$ cat src/rtl/host_port_pkg.sv
// Purpose: Shared constants and types for the host buffer port.
// Assumes: One 25 MHz clock, synchronous active-high reset.
// Notes:   Status and port-2 bit positions live here only.
package host_port_pkg;

  localparam int          DATA_W      = 8;
  localparam int          FETCH_W     = 11;
  localparam int          FETCH_LO_W  = 8;
  localparam int          FETCH_HI_W  = 3;
  localparam int          BUF_DEPTH   = 2;
  localparam int          USER_W      = 4;

  // Status register layout
  localparam int          ST_OBF      = 0;
  localparam int          ST_IBF      = 1;
  localparam int          ST_FLAG0    = 2;
  localparam int          ST_CMD      = 3;
  localparam int          ST_USER_LO  = 4;

  // Port 2 special pins
  localparam int          P2_OBF      = 4;
  localparam int          P2_IBF      = 5;
  localparam int          P2_DRQ      = 6;
  localparam int          P2_DMA_ACKNOWLEDGE_IN     = 7;
  localparam int          P2_ADDR_LO  = 0;

  localparam logic [7:0]  BYTE_RST    = 8'h00;
  localparam logic [7:0]  OE_N_IDLE   = 8'hFF;
  localparam logic [10:0] FETCH_RST   = 11'h000;

  typedef enum logic [1:0] {
    H_IDLE  = 2'b00,
    H_READ  = 2'b01,
    H_WRITE = 2'b10
  } host_state_t;

  typedef enum logic {
    S_RUN  = 1'b0,
    S_HALT = 1'b1
  } step_state_t;

endpackage : host_port_pkg

$ cat src/rtl/byte_stream_if.sv
// Purpose: Valid/ready byte stream between the port logic and its buffer.
// Assumes: Transfer happens on a clock edge with valid and ready both high.
// Notes:   Source holds data and valid until ready.
`timescale 1ns/1ns
interface byte_stream_if #(parameter int WIDTH = 8);
  logic [WIDTH-1:0] data;
  logic             valid;
  logic             ready;

  modport src (output data, output valid, input ready);
  modport snk (input data, input valid, output ready);
endinterface : byte_stream_if

$ cat src/rtl/two_entry_buffer.sv
// Purpose: Small FIFO holding firmware bytes bound for the host.
// Assumes: Push and pop may happen in the same cycle.
// Notes:   Ready and valid come straight from flip-flops.
`timescale 1ns/1ns
module two_entry_buffer
  import host_port_pkg::*;
#(
  parameter int WIDTH = DATA_W,
  parameter int DEPTH = BUF_DEPTH
) (
  input  wire logic   clk_i,
  input  wire logic   sys_rst_i,
  byte_stream_if.snk  push,
  byte_stream_if.src  pop
);

  localparam int PTR_W = (DEPTH > 1) ? $clog2(DEPTH) : 1;
  localparam int CNT_W = $clog2(DEPTH + 1);

  logic [WIDTH-1:0] mem      [DEPTH];
  logic [WIDTH-1:0] next_mem [DEPTH];
  logic [PTR_W-1:0] wr_ptr, next_wr_ptr;
  logic [PTR_W-1:0] rd_ptr, next_rd_ptr;
  logic [CNT_W-1:0] count, next_count;
  logic             room, next_room;
  logic             filled, next_filled;
  logic             do_push;
  logic             do_pop;

  assign push.ready = room;
  assign pop.valid  = filled;
  assign pop.data   = mem[rd_ptr];

  genvar i;
  generate
    for (i = 0; i < DEPTH; i++) begin : g_entry
      always_comb begin
        next_mem[i] = (do_push && wr_ptr == PTR_W'(i)) ? push.data : mem[i];
      end
    end
  endgenerate

  always_comb begin
    do_push     = push.valid && room;
    do_pop      = filled && pop.ready;
    next_wr_ptr = wr_ptr;
    next_rd_ptr = rd_ptr;
    if (do_push) begin
      next_wr_ptr = (wr_ptr == PTR_W'(DEPTH - 1)) ? '0 : wr_ptr + 1'b1;
    end
    if (do_pop) begin
      next_rd_ptr = (rd_ptr == PTR_W'(DEPTH - 1)) ? '0 : rd_ptr + 1'b1;
    end
    next_count  = count + CNT_W'(do_push) - CNT_W'(do_pop);
    next_room   = next_count != CNT_W'(DEPTH);
    next_filled = next_count != '0;
  end

  always_ff @(posedge clk_i) begin
    if (sys_rst_i) begin
      wr_ptr <= '0;
      rd_ptr <= '0;
      count  <= '0;
      room   <= 1'b1;
      filled <= 1'b0;
    end else begin
      wr_ptr <= next_wr_ptr;
      rd_ptr <= next_rd_ptr;
      count  <= next_count;
      room   <= next_room;
      filled <= next_filled;
    end
  end

  always_ff @(posedge clk_i) begin
    mem <= next_mem;
  end

endmodule : two_entry_buffer

$ cat src/rtl/step_sync_ctrl.sv
// Purpose: Single-step halt control and per-instruction sync pulse.
// Assumes: Core pulses instr_boundary_i when an instruction completes.
// Notes:   Core may start the next instruction only while run_o is high.
`timescale 1ns/1ns
module step_sync_ctrl
  import host_port_pkg::*;
(
  input  wire logic clk_i,
  input  wire logic sys_rst_i,
  input  wire logic single_step_n_i,
  input  wire logic instr_boundary_i,
  output logic      run_o,
  output logic      halted_o,
  output logic      sync_o
);

  step_state_t state, next_state;
  logic        next_run;
  logic        next_sync;

  always_comb begin
    next_state = state;
    next_sync  = 1'b0;
    unique case (state)
      S_RUN: begin
        if (instr_boundary_i && !single_step_n_i) begin
          next_state = S_HALT;
        end else if (instr_boundary_i) begin
          next_sync = 1'b1;
        end
      end
      S_HALT: begin
        // sync marks the stepped instruction start
        if (single_step_n_i) begin
          next_state = S_RUN;
          next_sync  = 1'b1;
        end
      end
    endcase
    next_run = next_state == S_RUN;
  end

  always_ff @(posedge clk_i) begin
    if (sys_rst_i) begin
      state    <= S_RUN;
      run_o    <= 1'b1;
      halted_o <= 1'b0;
      sync_o   <= 1'b0;
    end else begin
      state    <= next_state;
      run_o    <= next_run;
      halted_o <= !next_run;
      sync_o   <= next_sync;
    end
  end

endmodule : step_sync_ctrl

$ cat src/rtl/slave_mcu_host_buffer_port.sv
// Purpose: Host-side slave port of a peripheral controller: input buffer,
//          two-deep output buffer, status byte, port-2 handshake pins,
//          single-step and sync support.
// Assumes: All pins are synchronous to clk_i; strobes and chip select active low.
// Notes:   Host strobes are registered, so bus drive follows by one cycle.
//          Output-full drops only after the host ends a data read strobe.
//          An acknowledge on port-2 bit 7 selects the data buffer like chip select.
`timescale 1ns/1ns
module slave_mcu_host_buffer_port
  import host_port_pkg::*;
(
  input  wire logic [7:0]  host_data_bus_i,
  input  wire logic        clk_i,
  input  wire logic        sys_rst_i,
  input  wire logic        chip_select_n_i,
  input  wire logic        read_n_i,
  input  wire logic        write_n_i,
  input  wire logic        register_select_i,
  output logic      [7:0]  host_data_bus_o,
  output logic             host_data_bus_oe_n_o,
  input  wire logic [7:0]  fw_out_data_i,
  input  wire logic        fw_out_valid_i,
  output logic             fw_out_ready_o,
  output logic      [7:0]  fw_in_data_o,
  output logic             fw_in_command_o,
  output logic             fw_in_valid_o,
  input  wire logic        fw_in_ready_i,
  input  wire logic        fw_flag0_i,
  input  wire logic [3:0]  fw_status_user_i,
  input  wire logic        fw_dma_request_i,
  input  wire logic        port2_special_en_i,
  input  wire logic [7:0]  port1_latch_i,
  input  wire logic [7:0]  port1_drive_i,
  input  wire logic [7:0]  port2_latch_i,
  input  wire logic [7:0]  port2_drive_i,
  input  wire logic [7:0]  port2_i,
  output logic      [7:0]  port1_o,
  output logic      [7:0]  port1_oe_n_o,
  output logic      [7:0]  port2_o,
  output logic      [7:0]  port2_oe_n_o,
  output logic             dma_request_out_o,
  input  wire logic        single_step_n_i,
  input  wire logic        instr_boundary_i,
  input  wire logic [10:0] fetch_addr_i,
  output logic             cpu_run_o,
  output logic             sync_o
);

  byte_stream_if #(.WIDTH(DATA_W)) fw_to_buf ();
  byte_stream_if #(.WIDTH(DATA_W)) buf_to_host ();

  // Host bus side
  host_state_t      state;
  host_state_t      next_state;
  logic             read_sel;
  logic             next_read_sel;
  logic [7:0]       bus_out;
  logic [7:0]       next_bus_out;
  logic             bus_oe_n;
  logic             next_bus_oe_n;

  // Firmware side
  logic [7:0]       in_data;
  logic [7:0]       next_in_data;
  logic             in_cmd;
  logic             next_in_cmd;
  logic             in_buffer_full;
  logic             next_ibf;
  logic             dma_request_out;
  logic             next_drq;

  // Port pins
  logic [7:0]       p1_out;
  logic [7:0]       next_p1_out;
  logic [7:0]       p1_oe_n;
  logic [7:0]       next_p1_oe_n;
  logic [7:0]       p2_out;
  logic [7:0]       next_p2_out;
  logic [7:0]       p2_oe_n;
  logic [7:0]       next_p2_oe_n;

  logic             out_buffer_full;
  logic             halted;
  logic             dma_acknowledge_in_active;
  logic             selected;
  logic             eff_rs;
  logic             rd_act;
  logic             wr_act;
  logic             host_write;
  logic             data_read_done;
  logic             dma_acknowledge_in_access;
  logic [7:0]       status;

  // Firmware side feeds the output buffer
  assign fw_to_buf.data  = fw_out_data_i;
  assign fw_to_buf.valid = fw_out_valid_i;
  assign fw_out_ready_o  = fw_to_buf.ready;

  two_entry_buffer #(
    .WIDTH (DATA_W),
    .DEPTH (BUF_DEPTH)
  ) u_out_buffer (
    .clk_i     (clk_i),
    .sys_rst_i (sys_rst_i),
    .push      (fw_to_buf),
    .pop       (buf_to_host)
  );

  step_sync_ctrl u_step (
    .clk_i            (clk_i),
    .sys_rst_i        (sys_rst_i),
    .single_step_n_i  (single_step_n_i),
    .instr_boundary_i (instr_boundary_i),
    .run_o            (cpu_run_o),
    .halted_o         (halted),
    .sync_o           (sync_o)
  );

  // full while buffer holds a byte
  assign out_buffer_full               = buf_to_host.valid;
  assign buf_to_host.ready = data_read_done;

  // acknowledge acts as a data-buffer select
  assign dma_acknowledge_in_active = port2_special_en_i && !port2_i[P2_DMA_ACKNOWLEDGE_IN];
  assign selected    = !chip_select_n_i || dma_acknowledge_in_active;
  assign eff_rs      = dma_acknowledge_in_active ? 1'b0 : register_select_i;
  assign rd_act      = selected && !read_n_i;
  assign wr_act      = selected && !write_n_i;

  always_comb begin
    status                             = BYTE_RST;
    status[ST_OBF]                     = out_buffer_full;
    status[ST_IBF]                     = in_buffer_full;
    status[ST_FLAG0]                   = fw_flag0_i;
    status[ST_CMD]                     = in_cmd;
    status[ST_USER_LO +: USER_W]       = fw_status_user_i;
  end

  // Host strobe sequencing and data bus drive
  always_comb begin
    next_state     = state;
    next_read_sel  = read_sel;
    next_bus_out   = bus_out;
    next_bus_oe_n  = bus_oe_n;
    host_write     = 1'b0;
    data_read_done = 1'b0;
    dma_acknowledge_in_access    = 1'b0;
    unique case (state)
      H_IDLE: begin
        if (rd_act) begin
          next_state    = H_READ;
          next_read_sel = eff_rs;
          dma_acknowledge_in_access   = dma_acknowledge_in_active;
          next_bus_out  = eff_rs ? status : buf_to_host.data;
          next_bus_oe_n = 1'b0;
        end else if (wr_act) begin
          next_state  = H_WRITE;
          host_write  = 1'b1;
          dma_acknowledge_in_access = dma_acknowledge_in_active;
        end
      end
      H_READ: begin
        if (!rd_act) begin
          next_state     = H_IDLE;
          next_bus_oe_n  = 1'b1;
          data_read_done = !read_sel && out_buffer_full;
        end
      end
      H_WRITE: begin
        if (!wr_act) begin
          next_state = H_IDLE;
        end
      end
      default: begin
        next_state    = H_IDLE;
        next_bus_oe_n = 1'b1;
      end
    endcase
  end

  always_ff @(posedge clk_i) begin
    if (sys_rst_i) begin
      state    <= H_IDLE;
      read_sel <= 1'b0;
      bus_out  <= BYTE_RST;
      bus_oe_n <= 1'b1;
    end else begin
      state    <= next_state;
      read_sel <= next_read_sel;
      bus_out  <= next_bus_out;
      bus_oe_n <= next_bus_oe_n;
    end
  end

  // Input buffer
  always_comb begin
    next_in_data = in_data;
    next_in_cmd  = in_cmd;
    next_ibf     = in_buffer_full;
    if (fw_in_ready_i && in_buffer_full) begin
      next_ibf = 1'b0;
    end
    // A host write in the same cycle keeps the flag set
    if (host_write) begin
      next_in_data = host_data_bus_i;
      next_in_cmd  = eff_rs;
      next_ibf     = 1'b1;
    end
  end

  always_ff @(posedge clk_i) begin
    if (sys_rst_i) begin
      in_data <= BYTE_RST;
      in_cmd  <= 1'b0;
      in_buffer_full     <= 1'b0;
    end else begin
      in_data <= next_in_data;
      in_cmd  <= next_in_cmd;
      in_buffer_full     <= next_ibf;
    end
  end

  // DMA request
  always_comb begin
    next_drq = dma_request_out;
    if (dma_acknowledge_in_access) begin
      next_drq = 1'b0;
    end
    if (fw_dma_request_i) begin
      next_drq = 1'b1;
    end
  end

  always_ff @(posedge clk_i) begin
    if (sys_rst_i) begin
      dma_request_out <= 1'b0;
    end else begin
      dma_request_out <= next_drq;
    end
  end

  // Port 1 pins: ordinary use or fetch address while halted
  always_comb begin
    next_p1_out  = port1_latch_i;
    next_p1_oe_n = ~port1_drive_i;
    if (halted) begin
      // low fetch address on port 1
      next_p1_out  = fetch_addr_i[FETCH_LO_W-1:0];
      next_p1_oe_n = BYTE_RST;
    end
  end

  always_ff @(posedge clk_i) begin
    if (sys_rst_i) begin
      p1_out  <= BYTE_RST;
      p1_oe_n <= OE_N_IDLE;
    end else begin
      p1_out  <= next_p1_out;
      p1_oe_n <= next_p1_oe_n;
    end
  end

  // Port 2 pins: ordinary, handshake or fetch address use
  always_comb begin
    next_p2_out  = port2_latch_i;
    next_p2_oe_n = ~port2_drive_i;
    if (port2_special_en_i) begin
      next_p2_out[P2_OBF]  = out_buffer_full;
      next_p2_oe_n[P2_OBF] = 1'b0;
      next_p2_out[P2_IBF]  = in_buffer_full;
      next_p2_oe_n[P2_IBF] = 1'b0;
      next_p2_out[P2_DRQ]   = dma_request_out;
      next_p2_oe_n[P2_DRQ]  = 1'b0;
      next_p2_out[P2_DMA_ACKNOWLEDGE_IN]  = 1'b1;
      next_p2_oe_n[P2_DMA_ACKNOWLEDGE_IN] = 1'b1;
    end
    if (halted) begin
      // high fetch address on port 2
      next_p2_out[P2_ADDR_LO +: FETCH_HI_W]  = fetch_addr_i[FETCH_W-1:FETCH_LO_W];
      next_p2_oe_n[P2_ADDR_LO +: FETCH_HI_W] = '0;
    end
  end

  always_ff @(posedge clk_i) begin
    if (sys_rst_i) begin
      p2_out  <= BYTE_RST;
      p2_oe_n <= OE_N_IDLE;
    end else begin
      p2_out  <= next_p2_out;
      p2_oe_n <= next_p2_oe_n;
    end
  end

  assign host_data_bus_o      = bus_out;
  assign host_data_bus_oe_n_o = bus_oe_n;
  assign fw_in_data_o         = in_data;
  assign fw_in_command_o      = in_cmd;
  assign fw_in_valid_o        = in_buffer_full;
  assign dma_request_out_o    = dma_request_out;
  assign port1_o              = p1_out;
  assign port1_oe_n_o         = p1_oe_n;
  assign port2_o              = p2_out;
  assign port2_oe_n_o         = p2_oe_n;

endmodule : slave_mcu_host_buffer_port

$ cat config.mk
export PLATFORM = sky130hd
export DESIGN_NAME = slave_mcu_host_buffer_port
export DESIGN_NICKNAME = d
export VERILOG_FILES = /design/src/rtl/host_port_pkg.sv /design/src/rtl/byte_stream_if.sv /design/src/rtl/two_entry_buffer.sv /design/src/rtl/step_sync_ctrl.sv /design/src/rtl/slave_mcu_host_buffer_port.sv
export SDC_FILE = /design/constraint.sdc
export NUM_CORES = 1
export LEC_CHECK = 0
export BUFFER_PORTS_ARGS = -buffer_cell sky130_fd_sc_hd__buf_4
export CAP_MARGIN = 30
export CORE_AREA = 2 2 82 84
export CTS_BUF_LIST = sky130_fd_sc_hd__clkbuf_8 sky130_fd_sc_hd__clkbuf_16
export CTS_CLUSTER_DIAMETER = 150
export DETAILED_ROUTE_END_ITERATION = 8
export DIE_AREA = 0 0 84 86
export PLACE_DENSITY = 0.87
export SLEW_MARGIN = 40
export SYNTH_ARGS = -nofsm -noshare
export SYNTH_HDL_FRONTEND = slang
export SYNTH_SLANG_ARGS = --single-unit
$ cat constraint.sdc
create_clock -name clk_i -period 2.3 [get_ports clk_i]
set_input_delay 0.115 -clock clk_i [delete_from_list [all_inputs] [get_ports clk_i]]
set_output_delay 0.115 -clock clk_i [all_outputs]
set_load 0.005 [all_outputs]
==> flow_summary.ini <==
[outcome]
outcome = finished, final reports clean

[placed_design]
place_worst_setup_slack_ns = 0.174
io_buffers = 131
place_hpwl_um = 4940
routabilityCongestion = 0.786

[pwr]
seqPwrFrac_pct = 53.7
netSwitchingFraction_pct = 24.6
p_switching_mw = 0.730
ir_drop_v = 0.000405
power_frac_comb_pct = 16.2
internal_power_mw = 2.23
powerDensity_nw_per_um2 = 685
p_leak_nw = 1.92
p_clk_share_pct = 30.2

[timing]
slew_violations = 0
slew_headroom_pct = 55.4
hold_viol_final = 0
fmax_mhz = 471
fin_skew_ns = 0.00906
finalCriticalPeriod_ns = 2.12
tightest_slew_ns = 0.667
period_share_pct = 92.4
setup_viol = 0
setup_slack_ns = 0.175
totalNegativeSetupSlack_ns = 0
rsz0062_at_grt = no
holdWs_ns = 0.00657

[synth]
ys.flop_type = dfxtp_1
synth_cell_types = 30
synth.net_count = 337
ys_ff_latch = 80
syn_inst = 251
synth-edff-count = 16
yosysTopAreaCell = dfxtp_1
synthArstFlopShare_pct = 0
synth.area.top_cells = dfxtp_1, edfxtp_1, mux2i_1, nor2_1, a21oi_1
ys_seq_area_share_pct = 63.0
ys_warn_count = 0
yosysTopAreaCellShare_pct = 45.8
syn-cell-area_um2 = 2800
syn_avg_cell_area_um2 = 11.1
synthTopCellsByCount = dfxtp_1, nor2_1, mux2i_1
post-synth-top-count-cell = dfxtp_1

[worst_setup_path]
critPathBufInv = 1
required_ns = 2.52
critPathMaxFanout = 6
critical_path_class = flip-flop to flip-flop
max_stage_delay_ns = 0.44
crit_arrival_ns = 2.34
end_kind = flip-flop
crit_chain = nand2_1 > nor4_4 > ha_1 > inv_1 > ha_1 > xor2_1 > xnor2_1 > nor2_1 > or2_2
cp_slowest_cell = dfxtp_1
path_delay_family = simple AND/OR/NAND/NOR gates
crit_top_cell = ha_1
worstSetupStartpointType = flip-flop

[floorplanning]
dieArea_um2 = 7220
start_util_pct = 44.6
chipWidth_um = 84
core_area_um2 = 6280
row_count = 29
die_y_um = 86
pin_count = 139

[global_routing]
grt_antenna_before_repair = 0
grt_pass1_wl_um = 11300
track_usage_pct = 19.8
grt_pass1_vias = 2431
grt_remaining_overflow = 0
grt_max_degree = 39

[clock_network]
cts_buffers = 9
clk_pin_slew_ns = 0.08
cts_tree = yes
clock-sinks = 80
cts_buffer_depth = 2
insertion_delay_ns = 0.33
cts_setup_buffers = 0
clockRootBuffer = clkbuf_8
htreeDepth = 3

[cells_and_area]
regArea_um2 = 1760
syn_to_final_growth_pct = 54.8
antenna_cells = 0
drive_gt1_share_pct = 37.6
multiInputGateArea_um2 = 945
num-nets-final = 499
fill_cells = 494

[route]
wl_um = 7160
first_iter_violations = 94
firstDrtPassIters = 4
wl_per_cell_um = 14.5
drc = 0
viasPerCell = 4.90
vias = 2422
drtAntennaViolNets = 0

[run]
maxCapViolCount = 0

[worst_hold_path]
hp-class = input pin to flip-flop
-- placed cells by master (no fill, tap or decap), types with 2 or more instances in the layout --
cell           Yosys  layout
nor2_1            36      36
nor2b_1            3       3
o21ai_0           16      16
clkinv_2           0       2
inv_1              7       7
dlygate4sd3_1      0      31
clkbuf_8           0      10
o22ai_1            8       8
buf_4              3     136
mux2i_1           32      32
xor2_1             2       2
and3_1             2       2
edfxtp_1          16      16
ha_1               2       2
nand2_1           13      13
a21oi_1           21      21
dfxtp_1           64      64
-- path summary, 6_finish.rpt --
check        depth (start not counted)                                end  slack (ns)                       startpoint
max                                  9  u_out_buffer.pop.valid$_SDFF_PP0_        0.18            state[0]$_SDFFE_PP0P_
min                                  3              port1_o[2]$_SDFF_PP0_       0.007                 port1_latch_i[2]
max reg2reg                          9  u_out_buffer.pop.valid$_SDFF_PP0_        0.18            state[0]$_SDFFE_PP0P_
min reg2reg                          2    host_data_bus_o[5]$_SDFFE_PP0P_        0.48  host_data_bus_o[5]$_SDFFE_PP0P_
-- power groups by stage --
| stage | sequential, mW | clock, mW | combinational [mW] |
|---|---|---|---|
| after floorplan | 1.62 | 0 | 0.188 |
| after global placement | 1.62 | 0 | 0.411 |
| after detailed placement | 1.62 | 0 | 0.432 |
| after CTS | 1.59 | 0.913 | 0.480 |
| after global routing | 1.60 | 0.997 | 0.523 |
| final | 1.59 | 0.895 | 0.479 |
-- sequential cells by signal, summed over array words and instances, names as in the netlist, 2 cells and up --
register            count
fw_in_data_o            8
host_data_bus_o         8
port1_o                 8
port1_oe_n_o            8
port2_o                 8
port2_oe_n_o            8
state                   2
u_out_buffer.count      2
u_out_buffer.mem       16
-- area by class of cell --
type / instances / share of cell area (%)
repair buffers: 167 / 30.7
flip-flops and latches: 80 / 40.7
clock inverters: 5 / 0.751
well taps: 77 / 2.22
inverters: 7 / 0.607
clock buffers: 10 / 3.18
multi-input cells: 148 / 21.8
-- kinds of logic after synthesis --
family,Yosys count,synth area share (%)
AO/OA/AOI/OAI,49,10.1
XOR/XNOR,3,0.939
adder cells (fa/ha/maj),2,0.894
buffers and inverters,23,3.58
flip-flops,80,63.0
multiplexers,33,11.9
AND/OR/NAND/NOR,61,9.66
-- tightest hold or removal path: stages --
cell	delay, ns
buf_4	0.07
mux2i_1	0.05
nor2_1	0.07
-- per-layer routing --
metal,track usage [%],vias up,part of all wire (%)
li1,-,1186,-
met1,21.1,1117,39
met2,35.9,97,53
met3,4.91,22,5.6
met4,11.0,0,3.1
met5,0,-,0
-- metrics by stage --
step | util, % | power [mW] | instances | cell area, µm²
6_report | 69.0 | 2.96 | 494 | 4330
4_1_cts | 68.8 | 2.98 | 494 | 4320
5_1_grt | 69.0 | 3.12 | 494 | 4330
3_3_place_gp | 61.2 | 2.03 | 448 | 3840
2_1_floorplan | - | 1.81 | 251 | 2800
3_5_place_dp | 61.2 | 2.05 | 448 | 3840
-- timing repair --
item,CTS,global route
hold buffers,31,0
hold endpoints to repair,39,0
setup endpoints to repair,0,1
resized for setup,0,1
Note: power is estimated with default switching activity, not from simulation.
